[src/include/lbcs_pkg.sv]
// Constants and types for the local bus control block.
// Assumes one 250 MHz clock and a plain register port.
//
// Functional notes
// - Address strobe low only in first clock of each access (C, J).
// - Multiplexed mode: latch pulse high in address phase, low for data.
// - Direct-connect: busy input shows when an external master is done.
// - Drive busy only after grant and while nobody else holds busy.
// - Own bursts: data pending held in data phases, dropped for last.
// - Burst inhibit during request forces single transfers.
// - Big-endian when select pin low in address phase, or by config.
// - Direct-connect with stall selected: drive stall during wait states.
// - As slave in direct-connect, stall input extends the access.
// - Current master marks final transfer with burst last (C, J).
// - If enabled, release the bus in DMA when request input is high (C, J).
// - Request out when direct slave access waits on pending master.
// - Even parity over AD and C/BE, presented one clock after address.
// - Data parity valid one clock after IRDY/TRDY, until phase end+1.
// - Two straps select direct-connect, multiplexed or non-multiplexed.
// - C and J modes request with hold and wait for acknowledge.

package lbcs_pkg;

	typedef enum logic [1:0] {
		LBCS_MODE_C    = 2'b00,
		LBCS_MODE_J    = 2'b01,
		LBCS_MODE_RSVD = 2'b10,
		LBCS_MODE_M    = 2'b11
	} lbcs_mode_t;

	typedef enum logic [2:0] {
		LBCS_ST_IDLE = 3'b000,
		LBCS_ST_ARB  = 3'b001,
		LBCS_ST_ADDR = 3'b010,
		LBCS_ST_DATA = 3'b011,
		LBCS_ST_REL  = 3'b100
	} lbcs_state_t;

	localparam logic [7:0] LBCS_OFF_CTRL   = 8'h00;
	localparam logic [7:0] LBCS_OFF_STATUS = 8'h04;

	localparam int LBCS_CTRL_BIG_END  = 0;
	localparam int LBCS_CTRL_BREQ_REL = 1;
	localparam int LBCS_CTRL_STALL    = 2;
	localparam int LBCS_CTRL_BURST    = 3;
	localparam int LBCS_CTRL_WAIT_LSB = 4;
	localparam int LBCS_WAIT_W        = 4;

	localparam logic [7:0] LBCS_CTRL_RESET = 8'h08;

endpackage : lbcs_pkg

[src/logic/lbcs_local_ctrl.sv]
// Local bus control signalling: arbitration, strobes, burst marks.
// Assumes local bus pins synchronous to core_clk; pull-ups outside.
`timescale 1ns/1ns
`default_nettype none

module lbcs_local_ctrl #(
	parameter int BEAT_W = 4
) (
	input  wire logic              core_clk,
	input  wire logic              rst_n,
	input  wire logic [7:0]        reg_addr,
	input  wire logic [31:0]       reg_wdata,
	input  wire logic              reg_wr,
	input  wire logic              reg_rd,
	output logic      [31:0]       reg_rdata,
	input  wire logic [1:0]        mode_strap,
	input  wire logic              xfer_req,
	input  wire logic              xfer_write,
	input  wire logic [BEAT_W-1:0] xfer_beats,
	input  wire logic              xfer_dma,
	input  wire logic              xfer_ds,
	input  wire logic              dm_pending,
	output logic                   xfer_ack,
	output logic                   xfer_beat,
	output logic                   xfer_done,
	output logic                   xfer_is_write,
	output logic                   big_endian,
	output logic                   addr_strobe_n,
	output logic                   addr_latch,
	input  wire logic              burst_last_in_n,
	output logic                   burst_last_n,
	output logic                   burst_last_oe,
	output logic                   hold_request,
	input  wire logic              hold_acknowledge,
	input  wire logic              bus_request_in,
	output logic                   bus_request_out,
	output logic                   local_bus_request_n,
	input  wire logic              local_bus_grant_n,
	input  wire logic              burst_inhibit_n,
	input  wire logic              local_bus_busy_in_n,
	output logic                   local_bus_busy_n,
	output logic                   local_bus_busy_oe,
	input  wire logic              burst_data_pending_in_n,
	output logic                   burst_data_pending_n,
	output logic                   burst_data_pending_oe,
	input  wire logic              wait_stall_in_n,
	output logic                   wait_stall_n,
	output logic                   wait_stall_oe,
	input  wire logic              local_ready_n,
	input  wire logic              big_endian_select_n,
	input  wire logic              slave_sel,
	input  wire logic              slave_addr_phase,
	output logic                   slave_ack,
	output logic                   slave_last,
	input  wire logic [31:0]       ad,
	input  wire logic [3:0]        cbe_n,
	input  wire logic              pci_addr_phase,
	input  wire logic              pci_write,
	input  wire logic              irdy_n,
	input  wire logic              trdy_n,
	output logic                   par,
	output logic                   par_oe
);

	initial begin
		if (BEAT_W < 1 || BEAT_W > 16) begin
			$error("BEAT_W out of range");
		end
	end

	typedef struct packed {
		lbcs_pkg::lbcs_state_t      st;
		lbcs_pkg::lbcs_mode_t       mode;
		logic                       mode_ok;
		logic [7:0]                 ctrl;
		logic [BEAT_W-1:0]          left;
		logic [lbcs_pkg::LBCS_WAIT_W-1:0] wcnt;
		logic                       single;
		logic                       dma;
		logic                       ds;
		logic                       wr;
		logic                       be;
		logic                       beat;
		logic                       done;
		logic [31:0]                rdata;
	} lbcs_ctrl_state_t;

	lbcs_ctrl_state_t q, d;
	logic             rst_s1_q;
	logic             rst_s2_q;
	logic             is_m;
	logic             is_cj;
	logic             usable;
	logic             owns_data;
	logic             last_beat;
	logic             ctrl_burst;
	logic             ctrl_stall;
	logic [lbcs_pkg::LBCS_WAIT_W-1:0] ctrl_wait;

	// Reset release through two flops
	always_ff @(posedge core_clk or negedge rst_n) begin
		if (!rst_n) begin
			rst_s1_q <= 1'b0;
			rst_s2_q <= 1'b0;
		end else begin
			rst_s1_q <= 1'b1;
			rst_s2_q <= rst_s1_q;
		end
	end

	// Mode decode gates which pin set is alive
	assign is_m   = q.mode_ok && q.mode == lbcs_pkg::LBCS_MODE_M;
	assign is_cj  = q.mode_ok && (q.mode == lbcs_pkg::LBCS_MODE_C ||
		q.mode == lbcs_pkg::LBCS_MODE_J);
	assign usable = is_m || is_cj;

	assign ctrl_burst = q.ctrl[lbcs_pkg::LBCS_CTRL_BURST];
	assign ctrl_stall = q.ctrl[lbcs_pkg::LBCS_CTRL_STALL];
	assign ctrl_wait  = q.ctrl[lbcs_pkg::LBCS_CTRL_WAIT_LSB +:
		lbcs_pkg::LBCS_WAIT_W];

	assign owns_data = q.st == lbcs_pkg::LBCS_ST_DATA;
	assign last_beat = q.single || q.left == BEAT_W'(1);

	always_comb begin
		d = q;
		d.beat  = 1'b0;
		d.done  = 1'b0;
		d.rdata = 32'h0;

		// Straps taken once after reset release
		if (!q.mode_ok) begin
			d.mode    = lbcs_pkg::lbcs_mode_t'({mode_strap[1],
				mode_strap[0]});
			d.mode_ok = 1'b1;
		end

		// Register port
		if (reg_wr && reg_addr == lbcs_pkg::LBCS_OFF_CTRL) begin
			d.ctrl = reg_wdata[7:0];
		end
		if (reg_rd) begin
			unique case (reg_addr)
				lbcs_pkg::LBCS_OFF_CTRL: begin
					d.rdata = {24'h0, q.ctrl};
				end
				lbcs_pkg::LBCS_OFF_STATUS: begin
					d.rdata = {22'h0, q.st, ~burst_data_pending_in_n,
						q.be, ~local_bus_busy_in_n & ~local_bus_busy_oe,
						owns_data, q.mode_ok, q.mode};
				end
				default: begin
					d.rdata = 32'h0;
				end
			endcase
		end

		// Slave side address phase also picks byte order
		if (slave_addr_phase) begin
			d.be = ~big_endian_select_n |
				q.ctrl[lbcs_pkg::LBCS_CTRL_BIG_END];
		end

		unique case (q.st)
			lbcs_pkg::LBCS_ST_IDLE: begin
				if (xfer_req && usable) begin
					d.left = (xfer_beats == '0) ? BEAT_W'(1) : xfer_beats;
					d.wr   = xfer_write;
					d.dma  = xfer_dma;
					d.ds   = xfer_ds;
					d.st   = lbcs_pkg::LBCS_ST_ARB;
				end
			end
			lbcs_pkg::LBCS_ST_ARB: begin
				if (is_m) begin
					// Take the bus only when granted and busy is free
					if (!local_bus_grant_n && local_bus_busy_in_n) begin
						d.single = ~ctrl_burst | ~burst_inhibit_n;
						d.st     = lbcs_pkg::LBCS_ST_ADDR;
					end
				end else if (hold_acknowledge) begin
					d.single = ~ctrl_burst;
					d.st     = lbcs_pkg::LBCS_ST_ADDR;
				end
			end
			lbcs_pkg::LBCS_ST_ADDR: begin
				d.be   = ~big_endian_select_n |
					q.ctrl[lbcs_pkg::LBCS_CTRL_BIG_END];
				d.wcnt = ctrl_wait;
				d.st   = lbcs_pkg::LBCS_ST_DATA;
			end
			lbcs_pkg::LBCS_ST_DATA: begin
				if (q.wcnt != '0) begin
					d.wcnt = q.wcnt - 1'b1;
				end else if (!local_ready_n) begin
					d.beat = 1'b1;
					d.left = q.left - 1'b1;
					d.wcnt = ctrl_wait;
					if (q.left == BEAT_W'(1)) begin
						d.st = lbcs_pkg::LBCS_ST_REL;
					end else if (is_cj && q.dma && bus_request_in &&
						q.ctrl[lbcs_pkg::LBCS_CTRL_BREQ_REL]) begin
						d.st = lbcs_pkg::LBCS_ST_REL;
					end else if (q.single) begin
						d.st = lbcs_pkg::LBCS_ST_ADDR;
					end
				end
			end
			lbcs_pkg::LBCS_ST_REL: begin
				if (q.left == '0) begin
					d.done = 1'b1;
					d.st   = lbcs_pkg::LBCS_ST_IDLE;
				end else begin
					d.st = lbcs_pkg::LBCS_ST_ARB;
				end
			end
			default: begin
				d.st = lbcs_pkg::LBCS_ST_IDLE;
			end
		endcase
	end

	always_ff @(posedge core_clk or negedge rst_s2_q) begin
		if (!rst_s2_q) begin
			q       <= '0;
			q.st    <= lbcs_pkg::LBCS_ST_IDLE;
			q.mode  <= lbcs_pkg::LBCS_MODE_C;
			q.ctrl  <= lbcs_pkg::LBCS_CTRL_RESET;
		end else begin
			q <= d;
		end
	end

	// Request port handshake
	assign xfer_ack      = q.st == lbcs_pkg::LBCS_ST_IDLE &&
		xfer_req && usable;
	assign xfer_beat     = q.beat;
	assign xfer_done     = q.done;
	assign xfer_is_write = q.wr;
	assign big_endian    = q.be;
	assign reg_rdata     = q.rdata;

	// C and J strobes
	assign addr_strobe_n = ~(is_cj &&
		q.st == lbcs_pkg::LBCS_ST_ADDR);
	assign addr_latch    = q.mode_ok &&
		q.mode == lbcs_pkg::LBCS_MODE_J &&
		q.st == lbcs_pkg::LBCS_ST_ADDR;
	assign burst_last_oe = is_cj && (q.st == lbcs_pkg::LBCS_ST_ADDR ||
		owns_data);
	assign burst_last_n  = ~(burst_last_oe && last_beat);

	// C and J arbitration
	assign hold_request    = is_cj &&
		(q.st == lbcs_pkg::LBCS_ST_ARB ||
		q.st == lbcs_pkg::LBCS_ST_ADDR || owns_data);
	assign bus_request_out = is_cj && q.st != lbcs_pkg::LBCS_ST_IDLE &&
		q.ds && dm_pending;

	// Direct-connect arbitration and burst marks
	assign local_bus_request_n = ~(is_m &&
		q.st == lbcs_pkg::LBCS_ST_ARB);
	assign local_bus_busy_oe   = is_m &&
		(q.st == lbcs_pkg::LBCS_ST_ADDR || owns_data);
	assign local_bus_busy_n    = ~local_bus_busy_oe;
	assign burst_data_pending_oe = is_m && owns_data && !q.single;
	assign burst_data_pending_n  = ~(burst_data_pending_oe &&
		!last_beat);
	assign wait_stall_oe = is_m && ctrl_stall && owns_data;
	assign wait_stall_n  = ~(wait_stall_oe && q.wcnt != '0);

	// Slave beats: stall input stretches, pending or last marks the end
	assign slave_ack  = slave_sel && !owns_data &&
		(!is_m || !ctrl_stall || wait_stall_in_n);
	assign slave_last = slave_ack && (is_m ? burst_data_pending_in_n :
		!burst_last_in_n);

	lbcs_parity u_parity (
		.core_clk       (core_clk),
		.rst_n          (rst_s2_q),
		.ad             (ad),
		.cbe_n          (cbe_n),
		.pci_addr_phase (pci_addr_phase),
		.pci_write      (pci_write),
		.irdy_n         (irdy_n),
		.trdy_n         (trdy_n),
		.par            (par),
		.par_oe         (par_oe)
	);

endmodule : lbcs_local_ctrl
`default_nettype wire

[src/logic/lbcs_parity.sv]
// PCI parity generator with its valid window.
// Assumes PCI phase signals are synchronous to core_clk.
`timescale 1ns/1ns
`default_nettype none

module lbcs_parity (
	input  wire logic        core_clk,
	input  wire logic        rst_n,
	input  wire logic [31:0] ad,
	input  wire logic [3:0]  cbe_n,
	input  wire logic        pci_addr_phase,
	input  wire logic        pci_write,
	input  wire logic        irdy_n,
	input  wire logic        trdy_n,
	output logic             par,
	output logic             par_oe
);

	typedef struct packed {
		logic par;
		logic oe;
	} lbcs_par_state_t;

	lbcs_par_state_t q, d;
	logic            capture;

	// Data phase ready side depends on direction
	always_comb begin
		capture = pci_addr_phase |
			(pci_write ? ~irdy_n : ~trdy_n);
		d = q;
		d.oe = capture;
		if (capture) begin
			d.par = ^{ad, cbe_n};
		end
	end

	always_ff @(posedge core_clk or negedge rst_n) begin
		if (!rst_n) begin
			q <= '0;
		end else begin
			q <= d;
		end
	end

	assign par    = q.par;
	assign par_oe = q.oe;

endmodule : lbcs_parity
`default_nettype wire
[config.mk]
export PLATFORM = sky130hd
export DESIGN_NAME = lbcs_local_ctrl
export DESIGN_NICKNAME = d
export VERILOG_FILES = /design/src/include/lbcs_pkg.sv /design/src/logic/lbcs_local_ctrl.sv /design/src/logic/lbcs_parity.sv
export SDC_FILE = /design/constraint.sdc
export NUM_CORES = 1
export LEC_CHECK = 0
export BUFFER_PORTS_ARGS = -buffer_cell sky130_fd_sc_hd__buf_4
export CORE_UTILIZATION = 47
export DETAILED_ROUTE_END_ITERATION = 10
export PLACE_DENSITY = 0.95
export SYNTH_ARGS = -nofsm -noshare
export SYNTH_HDL_FRONTEND = slang
export SYNTH_SLANG_ARGS = --single-unit
[constraint.sdc]
create_clock -name core_clk -period 2.5 [get_ports core_clk]
set_input_delay 0.5 -clock core_clk [delete_from_list [all_inputs] [get_ports core_clk]]
set_output_delay 0.5 -clock core_clk [all_outputs]
set_load 0.02 [all_outputs]
==> flow_summary.toml <==
[finish]
final_cell_area_mm2 = 0.00352
fillCellCount = 424
antennaDiodeCount = 0
multi_input_area_mm2 = 0.00134
final_common_cell = "buf_4"
syn_to_final_growth_pct = 33.5
final_nets = 492
final_cell_mix = "buf_4, dfrtp_1, xnor2_1"
final-seq-area_mm2 = 0.00108
drive_gt1_frac = 0.381

[setup_path]
critPathKind = "reg -> out"
critPathArrivalTime_ns = 1.89
cp-end-kind = "output port"
cp_slowest_cell = "dfrtp_1"
worstPathMaxFanout = 11
worstReg2RegEnd = "q[43]$_DFFE_PN0P_"
reg2regPathDepth = 8
crit_family = "simple AND/OR/NAND/NOR gates"
r2r_slack_ns = 0.40
worstPathRequired_ns = 2.00
start_kind = "flip-flop"
path_cells = "nand3b_1 -> nor2_2 -> nand3_1 -> buf_4"
slowest_delay_ns = 0.49
timing.rr.start = "q[39]$_DFFE_PN0P_"
critPathBufInv = 1

[global_route]
antenna_found_initial = 0
grt_pass1_vias = 2242
grt-ovfl-total = 0
grt_max_degree = 42
grt_pass1_wl_um = 10400
grt.total_usage = 0.230

[sta]
post-route-period-util = 0.957
finalSetupViolCount = 0
min_period_ns = 2.39
postLayoutSetupSlackWorst_ns = 0.107
worstMarginPinSlew_ns = 0.896
slew_viol_final = 0
rsz0062_at_grt = "false"
setup_tns_ns = 0
hold_viol_final = 0
relSlewSlack = 0.403
fmax_mhz = 418
finClkSkew_ns = 0.00880

[floorplanning]
start_util = 0.500
io_pins = 161
coreArea_mm2 = 0.00527
rows = 26
die_area_mm2 = 0.00592
dieWidth_um = 76.9
fp.dieH_um = 76.9

[power]
power_frac_seq = 0.396
power.switching_mw = 0.856
ir_worst_vdd_v = 0.000431
powerDensity_mw_per_mm2 = 664
p_leak_nw = 1.75
p_clk_frac = 0.201
p_int_mw = 1.48
p_sw_frac = 0.366
comb_power_share = 0.403

[synth]
netlist_area_mm2 = 0.00264
ys_seq_area_frac = 0.408
synthCells = 272
synth.top_cell.area_share = 0.398
synth_area_leader_cell = "dfrtp_1"
yosys_register_bits = 43
ys_warn_count = 0
synth_area_leaders = "dfrtp_1, xnor2_1, buf_4"
synth.avg_cell_area_um2 = 9.70
yosys.cell_types.count = 43

[place]
dpl_cell_area_mm2 = 0.00341
gp_congestion = 0.814
dp_slack_ns = 0.388
dpl.hpwl_um = 5140
port_buffers = 114

[flow_run]
drv_cap = 0

[clock_network]
cts_tree = "built"
htreeDepth = 2
cts_setup_buffers = 0
clk_latency_ns = 0.31
cts_buffers = 5
cts_buffer_depth = 2
root_buffer = "clkbuf_8"
clk_pin_slew_ns = 0.08
cts_sinks = 43

[min_path]
worstHoldStart = "rst_s1_q$_DFF_PN0_"
min_path_type = "reg -> reg"
min_to = "rst_s2_q$_DFF_PN0_"
holdPathStages = 0

[routing]
drt-vias-per-instance = 5.22
vias = 2355
antenna_left = 0
drcViolationCount = 0
drt-pass1-iter-count = 4
wl_per_cell_um = 14.7
drt_wl_total_um = 6610
drt_iter0_drc = 131

[status]
status = "finished, final reports clean"
==> through the flow <==
stage,hold slack [ns],instances,util,power [mW]
2_1_floorplan,0.204,294,-,1.55
3_3_place_gp,0.283,442,0.648,1.79
6_report,0.354,451,0.668,2.34
5_1_grt,0.373,451,0.668,2.48
3_5_place_dp,0.285,442,0.648,1.84
4_1_cts,0.359,451,0.668,2.33
==> power groups by stage <==
stage / Clock [mW] / Combinational, mW / Sequential (mW)
after floorplan: 0 / 0.631 / 0.923
after global placement: 0 / 0.865 / 0.926
after detailed placement: 0 / 0.912 / 0.932
after CTS: 0.473 / 0.936 / 0.923
after global routing: 0.500 / 1.03 / 0.944
final: 0.469 / 0.944 / 0.927
==> sequential cells by signal (all words and copies together) (netlist names) <==
name             flops
big_endian           1
xfer_done            1
rst_s1_q             1
q                   19
u_parity.par         1
reg_rdata           10
u_parity.par_oe      1
rst_s2_q             1
ctrl_stall           1
ctrl_burst           1
xfer_is_write        1
ctrl_wait            4
xfer_beat            1
==> what timing repair did <==
item | 4_1_cts | 5_1_grt
gates cloned | 0 | 0
setup endpoints to repair | 1 | 1
hold buffers | 1 | 0
resized for setup | 1 | 1
endpoints found under the hold margin | 2 | 0
==> how the worst max path moves through the flow <==
stage                     slack, ns  cells past startpoint                   end              start
after floorplan                0.38                      4  burst_data_pending_n  q[60]$_DFFE_PN0P_
after global placement         0.47                      4          wait_stall_n  q[60]$_DFFE_PN0P_
after detailed placement       0.39                      6          wait_stall_n  q[39]$_DFFE_PN0P_
after CTS                      0.06                      4          wait_stall_n  q[60]$_DFFE_PN0P_
after global routing           0.03                      4          wait_stall_n  q[60]$_DFFE_PN0P_
final                          0.11                      4          wait_stall_n  q[60]$_DFFE_PN0P_
==> Yosys cell counts <==
cell type  instances
a22oi_1           10
buf_2              3
or2_2              1
nor4b_1            1
xor2_1             3
a31oi_1            3
buf_4             33
nand2_2            1
o31ai_1            1
o211ai_1           3
nor2b_1            9
ha_1               5
nor2_2             1
conb_1             2
o211a_1            2
nand3_1            8
mux2i_1            1
o21ai_0           13
nand3b_1           2
a41o_1             1
nor3_1             8
xnor2_1           30
nor2_1            14
nand2b_1           3
a21oi_1           11
o2111a_1           1
nor3b_1            2
and2_1             2
or3_1              3
nor3_2             1
nor4_1             1
o21a_1             1
xnor3_1            1
a211oi_1           1
nand2_1           14
and3_1             4
mux2_2            13
dfrtp_1           42
dfstp_2            1
clkbuf_1           3
inv_1             11
and3b_1            1
o21bai_1           1
==> metal layers <==
layer,GRT usage,routed length (µm)
met5,0,0
met3,0.0607,603
met1,0.249,2310
met2,0.429,3600
met4,0.0750,90
==> cell type report <==
cell class / instances / area share
timing repair buffer: 118 / 0.252
sequential: 43 / 0.306
inverter: 11 / 0.0117
clock inverter: 1 / 0.00142
tap: 70 / 0.0249
clock buffer: 7 / 0.0245
multi-input combinational: 201 / 0.379
==> kinds of logic (layout without fill, tap and decap cells) <==
family	count (synthesis)	count (layout)	share of synthesized area
AOI/OAI and AO/OA	48	48	0.117
xor gates and xnor gates	34	34	0.118
adders and majority gates	5	5	0.0237
buffers and inverters	50	137	0.120
DFF	43	43	0.408
muxes	14	14	0.0593
other	2	24	0.00285
and+or+nand+nor	76	76	0.151
==> worst reg2reg max path: cells and delay by family, from the launching register on <==
family,cells,cell delay [ns]
compound gates,2,0.14
fa+ha+maj,1,0.22
simple gates,4,1.06
buf+inv,1,0.13
flops,1,0.42
(Power assumes the default switching activity.)
